--- config.mk ---
export PLATFORM = sky130hd
export DESIGN_NAME = bb_rate_cfg
export DESIGN_NICKNAME = d
export VERILOG_FILES = /design/src/hw/bb_cfg_pkg.sv /design/src/hw/bb_rate_cfg.sv
export SDC_FILE = /design/constraint.sdc
export NUM_CORES = 1
export LEC_CHECK = 0
export ABC_AREA = 1
export BUFFER_PORTS_ARGS = -buffer_cell sky130_fd_sc_hd__buf_2
export CELL_PAD_IN_SITES_DETAIL_PLACEMENT = 1
export CELL_PAD_IN_SITES_GLOBAL_PLACEMENT = 1
export CORE_UTILIZATION = 49
export DETAILED_ROUTE_END_ITERATION = 8
export PLACE_DENSITY_LB_ADDON = 0.25
export SETUP_SLACK_MARGIN = 0.05
export SYNTH_ARGS = -nofsm -noshare
export SYNTH_HDL_FRONTEND = slang
export SYNTH_SLANG_ARGS = --single-unit
--- constraint.sdc ---
create_clock -name i_mclk -period 3.4 [get_ports i_mclk]
set_input_delay 0 -clock i_mclk [delete_from_list [all_inputs] [get_ports i_mclk]]
set_output_delay 0 -clock i_mclk [all_outputs]
set_load 0.01 [all_outputs]
--- src/hw/bb_cfg_pkg.sv ---
// Constants, field layouts and types for the baseband configuration block.
// Assumes a 10 MHz device clock and a byte-wide serial register port.
package bb_cfg_pkg;

  localparam int unsigned CLK_HZ = 10000000;

  // Register offsets (6-bit address space)
  localparam logic [5:0] RATE_OFS = 6'h04;
  localparam logic [5:0] IRQP_OFS = 6'h05;

  // Field positions in the rate register
  localparam int unsigned CODE_W_BIT = 2;
  localparam int unsigned DRATE_BIT  = 1;
  localparam int unsigned SRATE_BIT  = 0;

  // Reset values
  localparam logic [2:0] RATE_RST = 3'h0;
  localparam logic [1:0] IRQP_RST = 2'h1;

  // Serial command byte layout
  localparam int unsigned CMD_WR_BIT  = 7;
  localparam int unsigned CMD_INC_BIT = 6;

  // Pin drive styles
  localparam logic [1:0] IRQ_OPEN_SRC = 2'h3;
  localparam logic [1:0] IRQ_OPEN_DRN = 2'h2;
  localparam logic [1:0] IRQ_CMOS     = 2'h1;
  localparam logic [1:0] IRQ_CMOS_INV = 2'h0;

  // Raw bit times: 62.5 kbit/s double rate, 32 kbit/s normal rate
  localparam int unsigned BIT_NS_DOUBLE = 16000;
  localparam int unsigned BIT_NS_NORMAL = 31250;
  localparam longint unsigned NS_PER_S  = 64'd1000000000;
  // Longest time: round down
  localparam int unsigned BIT_CYC_DOUBLE =
    int'((longint'(BIT_NS_DOUBLE) * CLK_HZ) / NS_PER_S);
  localparam int unsigned BIT_CYC_NORMAL =
    int'((longint'(BIT_NS_NORMAL) * CLK_HZ) / NS_PER_S);
  localparam int unsigned BIT_CNT_W = 9;

  typedef struct packed {
    logic code_32;
    logic double_rate;
    logic sample_12x;
  } rate_cfg_t;

  typedef enum logic [1:0] {
    SPI_IDLE = 2'b00,
    SPI_CMD  = 2'b01,
    SPI_DATA = 2'b10
  } spi_state_t;

endpackage

--- src/hw/bb_rate_cfg.sv ---
// Baseband rate and interrupt-pin configuration with its serial register port.
// Assumes serial pins synchronous to i_mclk, clock idle low, at most 2 MHz.
//
// Overview of operation
// RQ1: Bit 2 of rate register set means 32-chip codes, clear means 64-chip.
// RQ2: Bit 1 set means two data bits per code, clear means one.
// RQ3: Double rate acts only with 32-chip codes; 64-chip is one bit per code.
// RQ4: Double rate splits the stored 64-chip code into two 32-chip halves.
// RQ5: Raw throughput 62.5 kbit/s double rate, 32 kbit/s normal rate.
// RQ6: Normal rate with 32-chip codes allows correlating against two codes.
// RQ7: Bit 0 set means twelve-times oversampling, clear means six-times.
// RQ8: Twelve-times applies only to 32-chip normal rate, else bit ignored.
// RQ9: Host never writes rate patterns 001, 010, 011 or 111.
// RQ10: Host writes zeros to unused upper bits of both registers.
// RQ11: Pin select 11 drives high when asserted, 10 drives low; else released.
// RQ12: Pin select 01 drives high/low actively, 00 drives low/high actively.
// RQ13: With 32-chip codes, code select picks upper or lower half.
// RQ14: Reset loads rate register with zero and pin register with one.
`timescale 1ns/1ps

module bb_rate_cfg (
  input  wire logic i_mclk,
  input  wire logic i_arst_n,
  input  wire logic i_spi_ss_n,
  input  wire logic i_spi_sck,
  input  wire logic i_spi_mosi,
  output logic      o_spi_miso,
  output logic      o_spi_miso_oe,
  input  wire logic i_irq_req,
  output logic      o_irq_out,
  output logic      o_irq_oe,
  input  wire logic i_code_sel_upper,
  output logic      o_chips_32,
  output logic      o_double_rate,
  output logic      o_sample_12x,
  output logic      o_split_code,
  output logic      o_dual_corr,
  output logic      o_code_half_upper,
  output logic      o_bit_strobe
);

  localparam int unsigned BW = bb_cfg_pkg::BIT_CNT_W;

  // Serial port state
  bb_cfg_pkg::spi_state_t st_q, st_d;
  logic       sck_q, sck_d;
  logic [2:0] bit_q, bit_d;
  logic [7:0] sh_q, sh_d;
  logic [7:0] tx_q, tx_d;
  logic [5:0] addr_q, addr_d;
  logic       wr_q, wr_d;
  logic       inc_q, inc_d;
  logic       miso_q, miso_d;
  logic       miso_oe_q, miso_oe_d;

  // Register contents; reserved bits are not stored and read as zero
  bb_cfg_pkg::rate_cfg_t rate_q, rate_d;
  logic [1:0]            irqp_q, irqp_d;

  // Mode outputs
  bb_cfg_pkg::rate_cfg_t eff_q, eff_d;
  logic                  split_q, split_d;
  logic                  dual_q, dual_d;
  logic                  half_q, half_d;

  // Bit timer
  logic [BW-1:0]         bcnt_q, bcnt_d;
  logic                  strobe_q, strobe_d;

  // Pin drive
  logic                  irq_out_q, irq_out_d;
  logic                  irq_oe_q, irq_oe_d;

  // Unmapped addresses read as zero
  function automatic logic [7:0] read_reg(input logic [5:0] a,
                                          input bb_cfg_pkg::rate_cfg_t r,
                                          input logic [1:0] p);
    logic [7:0] v;
    v = 8'h00;
    if (a == bb_cfg_pkg::RATE_OFS) begin
      v = {5'h00, r};
    end else if (a == bb_cfg_pkg::IRQP_OFS) begin
      v = {6'h00, p};
    end
    return v;
  endfunction

  // Rising serial clock that completes a byte
  function automatic logic byte_done(input logic rise, input logic [2:0] cnt);
    return rise && (cnt == 3'h7);
  endfunction

  // Last count of one raw bit time at the current rate
  function automatic logic [BW-1:0] bit_last(input logic dbl);
    logic [BW-1:0] v;
    v = BW'(bb_cfg_pkg::BIT_CYC_NORMAL - 1);
    if (dbl) begin
      v = BW'(bb_cfg_pkg::BIT_CYC_DOUBLE - 1);
    end
    return v;
  endfunction

  logic       sck_rise;
  logic       sck_fall;
  logic [7:0] byte_in;

  // Clock idles low, so the zero reset of its sample gives no false edge
  assign sck_rise = i_spi_sck & ~sck_q;
  assign sck_fall = ~i_spi_sck & sck_q;
  assign byte_in  = {sh_q[6:0], i_spi_mosi};

  // Serial register port: command byte {write, increment, address[5:0]} then data
  always_comb begin
    st_d      = st_q;
    sck_d     = i_spi_sck;
    bit_d     = bit_q;
    sh_d      = sh_q;
    tx_d      = tx_q;
    addr_d    = addr_q;
    wr_d      = wr_q;
    inc_d     = inc_q;
    miso_d    = miso_q;
    miso_oe_d = 1'b0;
    rate_d    = rate_q;
    irqp_d    = irqp_q;
    // Deselect drops a partial byte; stored registers keep their value
    if (i_spi_ss_n) begin
      st_d  = bb_cfg_pkg::SPI_IDLE;
      bit_d = 3'h0;
    end else begin
      case (st_q)
        bb_cfg_pkg::SPI_IDLE: begin
          // A rise in the select cycle is already the first command bit
          st_d  = bb_cfg_pkg::SPI_CMD;
          bit_d = 3'h0;
          if (sck_rise) begin
            sh_d  = byte_in;
            bit_d = 3'h1;
          end
        end
        bb_cfg_pkg::SPI_CMD: begin
          if (sck_rise) begin
            sh_d  = byte_in;
            bit_d = bit_q + 3'h1;
            if (byte_done(sck_rise, bit_q)) begin
              st_d   = bb_cfg_pkg::SPI_DATA;
              wr_d   = byte_in[bb_cfg_pkg::CMD_WR_BIT];
              inc_d  = byte_in[bb_cfg_pkg::CMD_INC_BIT];
              addr_d = byte_in[5:0];
              tx_d   = read_reg(byte_in[5:0], rate_q, irqp_q);
            end
          end
        end
        bb_cfg_pkg::SPI_DATA: begin
          miso_oe_d = ~wr_q;
          // Output bit moves on the falling edge and stands through the next rise
          if (sck_fall) begin
            miso_d = tx_q[3'h7 - bit_q];
          end
          if (sck_rise) begin
            sh_d  = byte_in;
            bit_d = bit_q + 3'h1;
            if (byte_done(sck_rise, bit_q)) begin
              if (wr_q && addr_q == bb_cfg_pkg::RATE_OFS) begin
                rate_d = byte_in[2:0];  // [RQ1] [RQ2] [RQ7] [RQ10]
              end else if (wr_q && addr_q == bb_cfg_pkg::IRQP_OFS) begin
                irqp_d = byte_in[1:0];  // [RQ10]
              end
              // Reload from next values so a burst read sees its own write
              if (inc_q) begin
                addr_d = addr_q + 6'h01;
                tx_d   = read_reg(addr_q + 6'h01, rate_d, irqp_d);
              end else begin
                tx_d   = read_reg(addr_q, rate_d, irqp_d);
              end
            end
          end
        end
        default: begin
          st_d = bb_cfg_pkg::SPI_IDLE;
        end
      endcase
    end
  end

  // Register file shares this group with the serial engine it is written from
  always_ff @(posedge i_mclk or negedge i_arst_n) begin
    if (!i_arst_n) begin
      st_q      <= bb_cfg_pkg::SPI_IDLE;
      sck_q     <= 1'b0;
      bit_q     <= 3'h0;
      sh_q      <= 8'h00;
      tx_q      <= 8'h00;
      addr_q    <= 6'h00;
      wr_q      <= 1'b0;
      inc_q     <= 1'b0;
      miso_q    <= 1'b0;
      miso_oe_q <= 1'b0;
      rate_q    <= bb_cfg_pkg::RATE_RST;  // [RQ14]
      irqp_q    <= bb_cfg_pkg::IRQP_RST;  // [RQ14]
    end else begin
      st_q      <= st_d;
      sck_q     <= sck_d;
      bit_q     <= bit_d;
      sh_q      <= sh_d;
      tx_q      <= tx_d;
      addr_q    <= addr_d;
      wr_q      <= wr_d;
      inc_q     <= inc_d;
      miso_q    <= miso_d;
      miso_oe_q <= miso_oe_d;
      rate_q    <= rate_d;
      irqp_q    <= irqp_d;
    end
  end

  // Effective mode; forbidden patterns are not trapped, only masked by the
  // gating below, since the host is trusted to avoid them [RQ9]
  always_comb begin
    eff_d.code_32     = rate_q.code_32;                                 // [RQ1]
    eff_d.double_rate = rate_q.code_32 & rate_q.double_rate;            // [RQ2] [RQ3]
    eff_d.sample_12x  = rate_q.code_32 & ~rate_q.double_rate
                        & rate_q.sample_12x;                            // [RQ7] [RQ8]
    split_d = eff_d.double_rate;                                        // [RQ4]
    dual_d  = rate_q.code_32 & ~rate_q.double_rate;                     // [RQ6]
    half_d  = rate_q.code_32 & i_code_sel_upper;                        // [RQ13]
  end

  always_ff @(posedge i_mclk or negedge i_arst_n) begin
    if (!i_arst_n) begin
      eff_q   <= '0;
      split_q <= 1'b0;
      dual_q  <= 1'b0;
      half_q  <= 1'b0;
    end else begin
      eff_q   <= eff_d;
      split_q <= split_d;
      dual_q  <= dual_d;
      half_q  <= half_d;
    end
  end

  // Free-running bit timer; the period in flight at a rate change is irregular
  always_comb begin
    bcnt_d   = (bcnt_q >= bit_last(eff_q.double_rate)) ? '0 : bcnt_q + 1'b1;
    strobe_d = (bcnt_d == '0);                                          // [RQ5]
  end

  always_ff @(posedge i_mclk or negedge i_arst_n) begin
    if (!i_arst_n) begin
      bcnt_q   <= '0;
      strobe_q <= 1'b0;
    end else begin
      bcnt_q   <= bcnt_d;
      strobe_q <= strobe_d;
    end
  end

  // Pin drive; the released level is set by the board's pull resistor
  always_comb begin
    case (irqp_q)
      bb_cfg_pkg::IRQ_OPEN_SRC: begin
        irq_out_d = 1'b1;                                               // [RQ11]
        irq_oe_d  = i_irq_req;
      end
      bb_cfg_pkg::IRQ_OPEN_DRN: begin
        irq_out_d = 1'b0;                                               // [RQ11]
        irq_oe_d  = i_irq_req;
      end
      bb_cfg_pkg::IRQ_CMOS: begin
        irq_out_d = i_irq_req;                                          // [RQ12]
        irq_oe_d  = 1'b1;
      end
      default: begin
        irq_out_d = ~i_irq_req;                                         // [RQ12]
        irq_oe_d  = 1'b1;
      end
    endcase
  end

  always_ff @(posedge i_mclk or negedge i_arst_n) begin
    if (!i_arst_n) begin
      irq_out_q <= 1'b0;
      irq_oe_q  <= 1'b1;
    end else begin
      irq_out_q <= irq_out_d;
      irq_oe_q  <= irq_oe_d;
    end
  end

  assign o_spi_miso        = miso_q;
  assign o_spi_miso_oe     = miso_oe_q;
  assign o_irq_out         = irq_out_q;
  assign o_irq_oe          = irq_oe_q;
  assign o_chips_32        = eff_q.code_32;
  assign o_double_rate     = eff_q.double_rate;
  assign o_sample_12x      = eff_q.sample_12x;
  assign o_split_code      = split_q;
  assign o_dual_corr       = dual_q;
  assign o_code_half_upper = half_q;
  assign o_bit_strobe      = strobe_q;

endmodule

==> Flow_metrics.wiki <==
{| class="wikitable"
! Metric !! Value
|-
| Static Leak || 1.66 nW
|-
| Clk Tree Root Cell || clkbuf_8
|-
| Cell with the most instances after synthesis || nand2_1
|-
| First-pass detailed-route iteration total || 4
|-
| Die Outline Area || 0.00607 mm²
|-
| Hold Vio Cnt, Final || 0
|-
| Count of state elements after synthesis || 48
|-
| Worst setup skew after layout || 0.0113 ns
|-
| Endpoint kind of the worst setup timing path || flop
|-
| Global-route wire length before repair || 12300 µm
|-
| Worst hold path class || input pin to flop
|-
| X dimension of the die || 77.9 µm
|-
| Number of placement rows || 27
|-
| Average cell area after synthesis || 7.88 µm²
|-
| Pin count of the biggest net entering global routing || 49
|-
| Routed Antenna Nets || 0
|-
| Clock tree from TritonCTS || yes
|-
| Worst slew slack as a fraction of its limit || 26.6%
|-
| Data arrival time of the critical path || 2.32 ns
|-
| Number of cells produced by synthesis || 358
|-
| Initial Util || 50.9%
|-
| Detailed-placement wirelength estimate || 5330 µm
|-
| H-tree lvl count || 2
|-
| CTS Sinks || 48
|-
| Vias per Instance || 5.33
|-
| Number of I/O port buffers || 17
|-
| List of most frequent post-synthesis cells || nand2_1, inv_1, dfrtp_1, nor2_1, o21ai_0
|-
| Die span in y || 77.9 µm
|-
| Status || complete, no violations
|-
| I/O Pins || 18
|-
| Seq pwr share || 48.0%
|-
| Most used flip-flop cell after synthesis || dfrtp_1
|-
| Relative contribution of combinational cells to total power || 20.0%
|-
| Count of pins over their slew limit || 0
|-
| Cells resized by post-CTS repair || 0
|-
| Clock share of power || 32.0%
|-
| Clock insertion delay at the later pin of the skew report || 0.31 ns
|-
| Fraction of layout cells with a size suffix above 1 || 16.0%
|-
| Total setup buffers inserted after CTS || 0
|-
| Vias in the first global route || 2542
|-
| Placer congestion estimate || 0.874
|-
| Slew at the pin closest to its max-slew limit || 1.10 ns
|-
| Synth cell types || 37
|-
| Overall power consumption || 0.00138 W
|-
| # nets final || 404
|-
| Max-capacitance violation count || 0
|-
| CP Class || flop to flop
|-
| Number of remaining DRC errors || 0
|-
| Largest area contributor in the netlist || dfrtp_1
|-
| Mean routed wirelength per cell || 15.5 µm
|-
| Layout Utilization || 56.4%
|-
| Area growth from synthesis to final layout || 10.8%
|-
| Maximum count of clock buffers along a single path || 2
|-
| Post-Syn Nets || 381
|-
| Proportion of synthesized flip-flops having asynchronous set or reset || 100%
|-
| Switching part of the total || 31.6%
|-
| Leading cell types by total area after synthesis || dfrtp_1, nand2_1, ha_1, inv_1, o21ai_0
|-
| CP startpoint kind || flop
|-
| Antenna violations before repair || 0
|-
| Vias || 2422
|-
| Global Route Usage Sum || 26.1%
|-
| EDFF count, synth || 0
|-
| Largest fanout on the critical path || 16
|-
| Post-Syn Area || 0.00282 mm²
|-
| CORE AREA || 0.00554 mm²
|-
| Clk pin slew, worst setup/hold paths || 0.10 ns
|-
| Cell-internal power || 0.000947 W
|-
| Post-detailed-routing wire length || 7050 µm
|-
| Starting DRC count in detailed routing || 80
|-
| Final total negative setup slack || 0 ns
|-
| Power per Cell Area || 443 mW/mm²
|-
| Final critical delay including setup and external delays || 2.10 ns
|-
| Setup violators final || 0
|-
| GR Overflow Total || 0
|-
| Total of warnings raised by yosys || 0
|-
| Final cycle utilization of the critical path || 61.8%
|-
| Crit path required time || 3.62 ns
|-
| Proportion of synthesized chip area in sequential cells || 42.6%
|-
| Maximum VDD drop || 253 µV
|-
| Net switching power || 0.000437 W
|-
| Antenna cells || 0
|-
| Number of buffers created by CTS || 5
|-
| Unrepaired setup endpoints after global routing || false
|-
| Hold-fix buffers, CTS || 4
|-
| Setup slack of the most critical reg-to-reg path || 1.30 ns
|-
| Portion of synthesized cell area occupied by the leading cell type || 40.8%
|-
| Max Clk Rate || 476 MHz
|}
==> cell families after synthesis <==
kind of cell | synth area share (%)
DFF | 42.6
and+or+nand+nor | 28.2
AOI/OAI and AO/OA | 11.4
adders and majority gates | 7.09
buffers and inverters | 8.86
muxes | 0.798
xor gates and xnor gates | 0.931
==> metal layers <==
| layer | up-vias | wire length, µm | global-route usage, % |
|---|---|---|---|
| li1 | 1192 | - | - |
| met2 | 45 | 3340 | 44.2 |
| met3 | 11 | 216 | 4.24 |
| met1 | 1174 | 3400 | 34.9 |
| met5 | - | 0 | 0 |
| met4 | 0 | 99 | 6.30 |
==> power by group through the flow <==
| stage | logic, W | clock network (W) | registers, W |
|---|---|---|---|
| CTS | 0.000278 | 0.000452 | 0.000664 |
| detailed placement | 0.000271 | 0 | 0.000675 |
| finish | 0.000277 | 0.000443 | 0.000665 |
| floorplan | 0.000183 | 0 | 0.000665 |
| global placement | 0.000256 | 0 | 0.000671 |
| global route | 0.000317 | 0.000467 | 0.000671 |
==> state kept, by name, summed over array words and instances, names as in the netlist, 2 cells and up <==
signal / count
rate_q: 2
addr_q: 6
st_q: 2
tx_q: 3
irqp_q: 2
sh_q: 7
bit_q: 3
bcnt_q: 9
==> worst max-delay path: stages (launching register included) <==
cell      delay [ns]
dfrtp_1         0.43
inv_1           0.13
ha_1            0.33
inv_2           0.20
a21oi_1         0.21
nand2_1         0.14
inv_2           0.13
nand2_2         0.10
inv_2           0.15
o211ai_1        0.10
o21ai_0         0.09
==> metrics by stage <==
step                      instance area, µm²  cells  setup WS (ns)  hold WS (ns)
after detailed placement                2970    442           1.34         0.155
after floorplan                         2820    358           1.74        -0.296
after global routing                    3130    454           1.07         0.171
final                                   3130    454           1.30         0.128
after global placement                  2970    442           1.37         0.135
after CTS                               3130    454           1.29         0.115
==> worst paths after layout <==
check	from	end	cells after the start
min in group asynchronous	i_arst_n	bcnt_q[6]	2
max	st_q[0]	addr_q[2]	10
max in group asynchronous	i_arst_n	st_q[0]	2
min	i_spi_ss_n	bit_q[2]	4
min reg2reg	sh_q[2]	sh_q[2]	2
max reg2reg	st_q[0]	addr_q[2]	10
==> layout make-up <==
cell class	count	area [µm²]
repair buffers	21	125
inverters	58	218
multi-input cells	247	1370
clock inverters	2	38.8
fillers	718	2410
clock buffers	6	82.6
flip-flops and latches	48	1200
well taps	72	90.1
==> layout by cell type, fill, tap and decap left out, types with 3 or more instances in the layout <==
master	instances
inv_2	7
nor2_2	7
dfrtp_1	46
a21oi_1	9
o211ai_1	3
nand3_1	25
nand2_2	3
dlygate4sd3_1	4
o21ai_1	5
ha_1	16
nor2_1	33
o21ai_0	33
inv_1	51
buf_2	17
clkbuf_8	6
nand4_1	5
nor3_1	7
xor2_1	3
nand2_1	77
Power figures use the tool's default switching activity.
